--- config.mk ---
export PLATFORM = sky130hd
export DESIGN_NAME = sbat_top
export DESIGN_NICKNAME = d
export VERILOG_FILES = /design/src/rtl/sbat_pkg.sv /design/src/rtl/sbat_top.sv
export SDC_FILE = /design/constraint.sdc
export NUM_CORES = 1
export LEC_CHECK = 0
export ABC_AREA = 1
export BUFFER_PORTS_ARGS = -buffer_cell sky130_fd_sc_hd__clkbuf_2
export CAP_MARGIN = 10
export CORE_ASPECT_RATIO = 0.75
export CORE_UTILIZATION = 28
export DETAILED_ROUTE_END_ITERATION = 12
export PLACE_DENSITY = 0.5
export SETUP_SLACK_MARGIN = 0.1
export SYNTH_ARGS = -nofsm -noshare
export SYNTH_HDL_FRONTEND = slang
export SYNTH_SLANG_ARGS = --single-unit
export TNS_END_PERCENT = 20
--- constraint.sdc ---
create_clock -name pclk -period 5.2 [get_ports pclk]
set_input_delay 1.04 -clock pclk [delete_from_list [all_inputs] [get_ports pclk]]
set_output_delay 1.04 -clock pclk [all_outputs]
set_load 0.005 [all_outputs]
--- src/rtl/sbat_pkg.sv ---
// Package for the switch buffer admission threshold block.
// Assumes a single pclk domain and an APB slave with 32-bit data.
package sbat_pkg;
   // Register indices; the byte address is four times the index.
   localparam logic [15:0] SBAT_IDX_CFG   = 16'h1c00;
   localparam logic [15:0] SBAT_IDX_DROP  = 16'h1c01;
   localparam logic [15:0] SBAT_IDX_PAUSE = 16'h1c02;
   localparam logic [15:0] SBAT_IDX_RESUM = 16'h1c03;
   localparam logic [15:0] SBAT_IDX_FLOOD = 16'h1c04;
   localparam logic [15:0] SBAT_IDX_DCNT0 = 16'h1c05;
   // Configuration field positions.
   localparam int SBAT_CFG_TEST  = 6;
   localparam int SBAT_CFG_FIXPR = 5;
   localparam int SBAT_CFG_EGR_H = 4;
   localparam int SBAT_CFG_EGR_L = 2;
   localparam int SBAT_CFG_YEL   = 1;
   localparam int SBAT_CFG_RED   = 0;
   localparam logic [6:0] SBAT_CFG_RST = 7'h00;
   // Level reset values, low setting (upper byte) then high setting (lower byte).
   localparam logic [7:0] SBAT_DROP_LO_RST  = 8'h49;
   localparam logic [7:0] SBAT_DROP_HI_RST  = 8'h64;
   localparam logic [7:0] SBAT_PAUSE_LO_RST = 8'h21;
   localparam logic [7:0] SBAT_PAUSE_HI_RST = 8'h3c;
   localparam logic [7:0] SBAT_RES_LO_RST   = 8'h03;
   localparam logic [7:0] SBAT_RES_HI_RST   = 8'h07;
   localparam logic [7:0] SBAT_FLOOD_RST    = 8'h31;
   // A port counts as active at 36 buffers of 128 bytes.
   localparam logic [7:0] SBAT_ACTIVE_BUFS  = 8'h24;
   localparam int         SBAT_BUF_BYTES    = 128;
   localparam int         SBAT_PORTS        = 3;
   // Counter test pattern and saturation value.
   localparam logic [31:0] SBAT_TEST_PAT = 32'h07ff_fffc;
   localparam logic [31:0] SBAT_CNT_MAX  = 32'hffff_ffff;
   // Pause value carried by the resume frame.
   localparam logic [15:0] SBAT_RESUME_QUANTA = 16'h0001;
   // Packet colours from the ingress meter.
   localparam logic [1:0] SBAT_GREEN  = 2'h0;
   localparam logic [1:0] SBAT_YELLOW = 2'h1;
   localparam logic [1:0] SBAT_RED    = 2'h2;
   // Admission decision states, one-hot.
   typedef enum logic [2:0] {
      SBAT_IDLE   = 3'b001,
      SBAT_DECIDE = 3'b010,
      SBAT_DONE   = 3'b100
   } sbat_state_e;
endpackage

--- src/rtl/sbat_top.sv ---
// Threshold, pause and policy logic of the shared packet buffer manager.
// Assumes the buffer manager reports per-port usage and a flood total,
// presents one admission request at a time, and supplies a random value.
//
// Register access over APB is this design's own decision.
`timescale 1ns/100ps

module sbat_top (
   input  wire logic                 pclk,
   input  wire logic                 presetn,
   input  wire logic                 psel,
   input  wire logic                 penable,
   input  wire logic                 pwrite,
   input  wire logic [17:0]          paddr,
   input  wire logic [31:0]          pwdata,
   output logic      [31:0]          prdata,
   output logic                      pready,
   output logic                      pslverr,
   input  wire logic [23:0]          port_bufs_used,
   input  wire logic [7:0]           flood_bufs_used,
   input  wire logic                 adm_req,
   input  wire logic [1:0]           adm_port,
   input  wire logic [7:0]           adm_bufs,
   input  wire logic [1:0]           adm_color,
   input  wire logic                 adm_flood,
   input  wire logic                 rand_drop,
   output logic                      adm_done,
   output logic                      adm_accept,
   output logic [2:0]                pause_req,
   output logic [2:0]                resume_req,
   output logic [15:0]               resume_quanta,
   output logic [2:0]                egress_pace_en,
   output logic                      fixed_prio_sched
);
   import sbat_pkg::*;

   // Stored configuration fields. Only documented bits have flops, so a
   // reserved bit cannot hold a value and always reads back as zero.
   logic [6:0]  cfg_reg;
   // Level pairs; the low setting serves two or three active ports.
   logic [7:0]  drop_lo_reg, drop_hi_reg;
   logic [7:0]  pause_lo_reg, pause_hi_reg;
   logic [7:0]  res_lo_reg, res_hi_reg;
   // Cap on the buffers held by flooded traffic.
   logic [7:0]  flood_reg;
   // Per-port drop counters, one word each, cleared by a read.
   logic [31:0] dcnt_reg [SBAT_PORTS];
   // Per-port paused flags used for pause/resume hysteresis.
   // Without them a pause frame would go out on every cycle above level.
   logic [2:0]  paused_reg;
   // Admission sequencer: state, stored verdict and captured port.
   // The port is captured so that a change of the port input between
   // request and decision cannot charge a drop to another port.
   sbat_state_e state_reg, state_next;
   logic        drop_reg;
   logic [1:0]  port_q_reg;

   // Usage of one port out of the packed vector, in 128-byte buffers.
   // Port p occupies byte p of the vector.
   function automatic logic [7:0] usage(input logic [23:0] v,
                                        input logic [1:0] p);
      usage = v[8*p +: 8];
   endfunction

   // Saturating increment so a counter never wraps.
   // Saturation keeps a long-running count from reading as a small one.
   function automatic logic [31:0] sat_inc(input logic [31:0] c);
      sat_inc = (c == SBAT_CNT_MAX) ? c : c + 32'h0000_0001;
   endfunction

   // APB decode; the word index sits above the two byte-lane bits.
   // The two low address bits are ignored: every register is one word.
   wire [15:0] widx     = paddr[17:2];
   // Access phase strobes, split by direction.
   wire        acc      = psel && penable;
   wire        wr       = acc && pwrite;
   wire        rd       = acc && !pwrite;
   // One select per register word.
   wire        hit_cfg  = widx == SBAT_IDX_CFG;
   wire        hit_drop = widx == SBAT_IDX_DROP;
   wire        hit_pau  = widx == SBAT_IDX_PAUSE;
   wire        hit_res  = widx == SBAT_IDX_RESUM;
   wire        hit_fld  = widx == SBAT_IDX_FLOOD;
   // The counters occupy the words right after the flood limit.
   wire [15:0] cnt_off  = widx - SBAT_IDX_DCNT0;
   wire        hit_cnt  = cnt_off < 16'(SBAT_PORTS);
   // Any other word answers with an error and reads as zero.
   wire        mapped   = hit_cfg | hit_drop | hit_pau | hit_res |
                          hit_fld | hit_cnt;

   // Active-port count; a port is active at the fixed buffer threshold.
   wire [2:0] act_vec;
   // One loop variable serves both per-port generate loops.
   genvar g;
   generate
      for (g = 0; g < SBAT_PORTS; g++) begin : g_act
         assign act_vec[g] = usage(port_bufs_used, 2'(g))
                             >= SBAT_ACTIVE_BUFS;
      end
   endgenerate
   // At most three ports are counted, so two bits hold the sum.
   wire [1:0] act_cnt = 2'(act_vec[0]) + 2'(act_vec[1]) + 2'(act_vec[2]);
   // Two or three active ports select the low settings. The count is
   // taken from live usage, so the levels follow the load every cycle.
   wire       use_low = act_cnt >= 2'h2;

   // Levels in force right now.
   wire [7:0] drop_lvl  = use_low ? drop_lo_reg  : drop_hi_reg;
   wire [7:0] pause_lvl = use_low ? pause_lo_reg : pause_hi_reg;
   wire [7:0] res_lvl   = use_low ? res_lo_reg   : res_hi_reg;

   // Admission decision for the request captured last cycle.
   // Sums carry one extra bit so a large packet cannot wrap to a small
   // total and slip under a level.
   wire [7:0] cur_use  = usage(port_bufs_used, port_q_reg);
   wire [8:0] new_use  = {1'b0, cur_use} + {1'b0, adm_bufs};
   wire [8:0] new_fld  = {1'b0, flood_bufs_used} + {1'b0, adm_bufs};
   wire       over_lvl = new_use > {1'b0, drop_lvl};
   wire       over_fld = adm_flood && (new_fld > {1'b0, flood_reg});
   wire       red_drop = cfg_reg[SBAT_CFG_RED] &&
                         (adm_color == SBAT_RED);
   wire       yel_drop = cfg_reg[SBAT_CFG_YEL] && rand_drop &&
                         (adm_color == SBAT_YELLOW);
   // Any one reason is enough to refuse the packet.
   wire       drop_now = over_lvl | over_fld | red_drop | yel_drop;

   // Read mux; reserved bits are zero-filled.
   // Unmapped words fall through to the zero default.
   logic [31:0] rd_mux;
   always_comb begin
      rd_mux = 32'h0000_0000;
      if (hit_cfg)
         rd_mux = {25'h0, cfg_reg};
      else if (hit_drop)
         rd_mux = {16'h0, drop_lo_reg, drop_hi_reg};
      else if (hit_pau)
         rd_mux = {16'h0, pause_lo_reg, pause_hi_reg};
      else if (hit_res)
         rd_mux = {16'h0, res_lo_reg, res_hi_reg};
      else if (hit_fld)
         rd_mux = {24'h0, flood_reg};
      else if (hit_cnt)
         rd_mux = dcnt_reg[cnt_off[1:0]];
   end

   // Next state of the admission sequencer.
   // A request is only taken in idle, so one decision runs at a time
   // and a request raised while busy is simply not seen.
   always_comb begin
      case (state_reg)
         SBAT_IDLE:   state_next = adm_req ? SBAT_DECIDE : SBAT_IDLE;
         SBAT_DECIDE: state_next = SBAT_DONE;
         SBAT_DONE:   state_next = SBAT_IDLE;
         default:     state_next = SBAT_IDLE;
      endcase
   end

   // APB answer: zero wait states, error on unmapped addresses.
   // Read data are latched in the setup cycle and held until the next
   // read, so they stand through the whole access phase.
   always_ff @(posedge pclk or negedge presetn) begin
      if (!presetn) begin
         prdata  <= 32'h0000_0000;
         pready  <= 1'b0;
         pslverr <= 1'b0;
      end else begin
         pready  <= psel && !penable;
         pslverr <= psel && !penable && !mapped;
         prdata  <= (psel && !penable && !pwrite) ? rd_mux : prdata;
      end
   end

   // Writable registers; only the documented field widths are stored.
   // A write lands at the edge that ends the access phase, never in setup.
   // Writes to counter words or unmapped words change nothing.
   always_ff @(posedge pclk or negedge presetn) begin
      if (!presetn) begin
         cfg_reg      <= SBAT_CFG_RST;
         drop_lo_reg  <= SBAT_DROP_LO_RST;
         drop_hi_reg  <= SBAT_DROP_HI_RST;
         pause_lo_reg <= SBAT_PAUSE_LO_RST;
         pause_hi_reg <= SBAT_PAUSE_HI_RST;
         res_lo_reg   <= SBAT_RES_LO_RST;
         res_hi_reg   <= SBAT_RES_HI_RST;
         flood_reg    <= SBAT_FLOOD_RST;
      end else if (wr && pready) begin
         if (hit_cfg)
            cfg_reg <= pwdata[6:0];
         if (hit_drop) begin
            drop_lo_reg <= pwdata[15:8];
            drop_hi_reg <= pwdata[7:0];
         end
         if (hit_pau) begin
            pause_lo_reg <= pwdata[15:8];
            pause_hi_reg <= pwdata[7:0];
         end
         if (hit_res) begin
            res_lo_reg <= pwdata[15:8];
            res_hi_reg <= pwdata[7:0];
         end
         if (hit_fld)
            flood_reg <= pwdata[7:0];
      end
   end

   // Drop counters. A drop in the access cycle of a read is honoured:
   // the read returns the old value and the counter restarts at one,
   // but a drop counted at the end of the setup cycle is lost to the clear.
   // In counter test mode a read loads the test pattern instead of zero.
   // The counters have no write path; a bus write to them is ignored.
   generate
      for (g = 0; g < SBAT_PORTS; g++) begin : g_cnt
         wire rd_hit = rd && pready && hit_cnt && (cnt_off[1:0] == 2'(g));
         wire inc    = (state_reg == SBAT_DONE) && drop_reg &&
                       (port_q_reg == 2'(g));
         wire [31:0] base = !rd_hit ? dcnt_reg[g] :
                            cfg_reg[SBAT_CFG_TEST] ? SBAT_TEST_PAT
                                                   : 32'h0000_0000;
         always_ff @(posedge pclk or negedge presetn) begin
            if (!presetn)
               dcnt_reg[g] <= 32'h0000_0000;
            else
               dcnt_reg[g] <= inc ? sat_inc(base) : base;
         end
      end
   endgenerate

   // Admission sequencer: capture, decide, then publish the verdict.
   // The verdict is registered so the outputs come from flops; the
   // price is a fixed two-cycle latency from request to answer.
   // The drop counter of the captured port counts one cycle later.
   always_ff @(posedge pclk or negedge presetn) begin
      if (!presetn) begin
         state_reg  <= SBAT_IDLE;
         port_q_reg <= 2'h0;
         drop_reg   <= 1'b0;
         adm_done   <= 1'b0;
         adm_accept <= 1'b0;
      end else begin
         state_reg <= state_next;
         if (state_reg == SBAT_IDLE && adm_req)
            port_q_reg <= adm_port;
         if (state_reg == SBAT_DECIDE)
            drop_reg <= drop_now;
         adm_done   <= state_reg == SBAT_DECIDE;
         adm_accept <= (state_reg == SBAT_DECIDE) && !drop_now;
      end
   end

   // Pause/resume hysteresis per port. A pause request fires once when
   // usage reaches the pause level; the resume frame fires once when it
   // falls to the resume level, so frames are not sent every cycle.
   // Level compares per port against the settings now in force.
   logic [2:0] pause_hit, res_hit;
   always_comb begin
      for (int p = 0; p < SBAT_PORTS; p++) begin
         pause_hit[p] = usage(port_bufs_used, 2'(p)) >= pause_lvl;
         res_hit[p]   = usage(port_bufs_used, 2'(p)) <= res_lvl;
      end
   end

   // A port at or above its pause level never gets a resume pulse.
   always_ff @(posedge pclk or negedge presetn) begin
      if (!presetn) begin
         paused_reg <= 3'h0;
         pause_req  <= 3'h0;
         resume_req <= 3'h0;
      end else begin
         pause_req  <= ~paused_reg & pause_hit;
         resume_req <= paused_reg & res_hit & ~pause_hit;
         paused_reg <= (paused_reg | pause_hit) & ~(res_hit & ~pause_hit);
      end
   end

   // Policy outputs to the scheduler and pacers.
   // These trail the configuration register by one cycle.
   // The resume frame always carries a pause value of one.
   always_ff @(posedge pclk or negedge presetn) begin
      if (!presetn) begin
         egress_pace_en   <= 3'h0;
         fixed_prio_sched <= 1'b0;
         resume_quanta    <= 16'h0000;
      end else begin
         egress_pace_en   <= cfg_reg[SBAT_CFG_EGR_H:SBAT_CFG_EGR_L];
         fixed_prio_sched <= cfg_reg[SBAT_CFG_FIXPR];
         resume_quanta    <= SBAT_RESUME_QUANTA;
      end
   end
endmodule

==> out/results.tsv <==
stage	metric	value	unit
outcome	outcome	finished clean	
timing	period utilization	0.7794	
finish	count of non-filler cells in the finished layout	3412	
die	Std-Cell Rows	77	
setup_path	Crit. End Element	flip-flop	
finish	nets	2792	
synth	Post-synth top flop	dfrtp_1	
place	placer congestion estimate	0.8998	
clock_network	clock root buffer	clkbuf_16	
timing	measured slew at the worst slew-check pin	1145	ps
die	die height	214.9	um
global_route	first-pass GRT wire length	93.47	mm
finish	share of layout cells above drive strength 1	0.1309	
synth	post-synthesis adder-cell area fraction	0.06745	
setup_path	CP cell instances	inv_1 > nor2_1 > inv_1 > o221ai_1 > ha_1 > inv_1 > fa_1 > o21ai_0 > a21oi_1 > o21ai_0 > xor2_1 > ha_1 > a21oi_1 > o21ai_0 > a21oi_1 > o2111a_1 > a21oi_1	
clock_network	TritonCTS buffer count	27	
setup_path	worst path arrival time	4500	ps
timing	fmax	0.2468	GHz
synth	most frequent cell after synthesis	nand2_1	
synth	Yosys cell types	61	
synth	Compound-Gate Fraction of Synth Area	0.1277	
die	core box area	59350	sq um
routing	DR vias/cell	4.887	
synth	top cell type's share of synthesized area	0.2855	
synth	Synth Area in XOR/XNOR	0.01760	
clock_network	hold_buf cts	0	
timing	Setup-failing EPs final	0	
clock_network	Clock Latency Late Sink	590	ps
routing	DR pass1 iterations	5	
global_route	initial antenna violation count	4	
clock_network	clock sink count	214	
place	I/O Buffers	130	
clock_network	H-tree levels	1	
clock_network	CTS tree	yes	
synth	Cell Area, Synth	16920	sq um
setup_path	CP Launch Point	port_q_reg[0]	
hold_path	Min-Delay Path Class	reg2reg	
setup_path	worst reg2reg endpoint	drop_reg	
place	placed cells	3361	
power	PnR Total Power	5.415	mW
synth	syn avg cell area	6.759	sq um
synth	Mapped Cells	2503	
setup_path	crit path to	drop_reg	
setup_path	reg2reg start	port_q_reg[0]	
routing	final wirelength	59.99	mm
routing	Remaining DRCs	0	
finish	area growth from synthesis to layout	13.53	%
synth	top cells by count, synth	nand2_1 (761), inv_1 (327), nand3_1 (239)	
synth	mux share of post-synthesis cell area	0.009615	
power	PwrDens	281.9	nW/um^2
setup_path	CP Launch Type	flip-flop	
timing	Slew headroom	0.2342	
clock_network	post-cts resize count	0	
timing	Setup WS post-layout	1147	ps
global_route	largest net degree at the start of global routing	98	
synth	largest cells by area after synthesis	dfrtp_1 (29%), nand2_1 (17%), inv_1 (7.3%)	
synth	register bit total from synthesis	214	
finish	number of flip-flops in the largest register	96	
power	Lkg Pwr	10.05	nW
timing	Sum Neg Setup Slack	0	ps
finish	Reg area	5381	sq um
timing	RSZ-0062 raised after global routing	no	
die	DIE WIDTH	285.8	um
clock_network	Worst-path clk slew	70	ps
setup_path	Crit Path Category	reg2reg	
synth	biggest area consumer among synthesized cells	dfrtp_1	
die	boundary pin count	164	
routing	DR iter-0 viols	1408	
global_route	vias in the first global route	15630	
synth	simple-gate area share of the yosys netlist	0.3512	
timing	Fin. Hold Viols	0	
run	MaxCap Viol Count	0	
finish	Fill cells	6555	
place	Post-DP HPWL	47.08	mm
global_route	grt ovf	0	
timing	final setup skew	21.27	ps
timing	Fin Hold WS	395.0	ps
setup_path	cells on worst reg2reg path	17	
place	DP Worst Slack	609.5	ps
setup_path	CP Max Fanout	8	
setup_path	Crit path largest cell delay	420	ps
timing	Final Critical Period	4053	ps
power	VDD IR max	0.2426	mV
die	Starting Density	0.2851	
setup_path	critical path required time	5650	ps
routing	Routed WL per cell	17.58	um
routing	Post-DRT Antenna Nets	0	
synth	async set-reset flop share out of synthesis	1.000	
setup_path	setup slack, reg-to-reg	1150	ps
clock_network	postcts setup bufs	0	
setup_path	crit path max-delay cell type	nor2_1	
timing	fin. max-slew vios	0	
routing	routed vias	16680	
die	Total Die Area	61420	sq um
synth	largest family of logic cells by synthesized area	simple AND/OR/NAND/NOR gates	
finish	Multi-input gate area	9768	sq um
synth	Post-synth EDFFs	0	
setup_path	Worst path most repeated cell	a21oi_1	
synth	synthesis warning total	0	
global_route	GRT Util Overall	0.1953	
synth	register area share after synthesis	0.3181	
clock_network	CTS max path bufs	3	
[worst max-delay path: cells and delay by family, from the launching register on]
| kind | cells | cell delay [ps] |
|---|---|---|
| AO/OA/AOI/OAI | 9 | 1800 |
| XOR/XNOR | 1 | 190 |
| adder cells (fa/ha/maj) | 3 | 900 |
| buffers and inverters | 3 | 260 |
| flip-flops | 1 | 360 |
| AND/OR/NAND/NOR | 1 | 420 |
[metal layers]
metal,track usage,up-vias,part of all wire
met5,0,-,0
met4,0.02727,0,0.013
met1,0.2977,7925,0.50
li1,-,8286,-
met2,0.2824,422,0.41
met3,0.04310,43,0.071
[layout make-up]
class	instances	area share
diodes	1	0.0001303
clock buffers	37	0.04078
clock inverters	13	0.006058
inverters	336	0.06566
multi-input cells	1865	0.5086
flip-flops and latches	214	0.2802
well taps	790	0.05146
repair buffers	156	0.04716
[cells by family (layout without fill, tap and decap cells)]
logic type,count (synthesis),in the layout
other,2,17
buffers and inverters,438,542
adders and majority gates,90,90
and+or+nand+nor,1342,1342
DFF,214,214
xor gates and xnor gates,34,34
muxes,16,16
AOI/OAI and AO/OA,367,367
[cell usage in the layout (no fill, tap or decap), types with 17 or more instances in the layout]
cell type  instances
a21oi_1           94
buf_4             22
clkbuf_16         27
clkbuf_2         129
dfrtp_1          193
dfstp_2           21
ha_1              88
inv_1            327
nand2_1          761
nand2_2           33
nand3_1          239
nand3_2           27
nand4_1           19
nor2_1           196
nor2_2            17
nor3_1            19
o21ai_0          164
xor2_1            26
[where the power goes]
group	internal [mW]	switching, mW	leakage [nW]
clock	1.11	0.835	0.443
sequential	1.78	0.0866	2.70
combinational	0.555	1.05	6.91
[how the worst min path moves through the flow]
stage | to | startpoint | cells after the start | slack [ps]
after detailed placement | egress_pace_en[1] | cfg_reg[3] | 0 | 380
after floorplan | egress_pace_en[0] | cfg_reg[2] | 0 | 370
after global placement | egress_pace_en[2] | cfg_reg[4] | 0 | 390
after global routing | egress_pace_en[1] | cfg_reg[3] | 0 | 420
final | egress_pace_en[1] | cfg_reg[3] | 0 | 390
after CTS | egress_pace_en[1] | cfg_reg[3] | 0 | 400
[through the flow]
stage | util | area [sq um]
global route | 0.3236 | 19210
global placement | 0.3084 | 18310
floorplan | - | 16970
finish | 0.3236 | 19210
detailed placement | 0.3084 | 18310
CTS | 0.3236 | 19200
No activity file was read; power rests on OpenSTA's default activity.
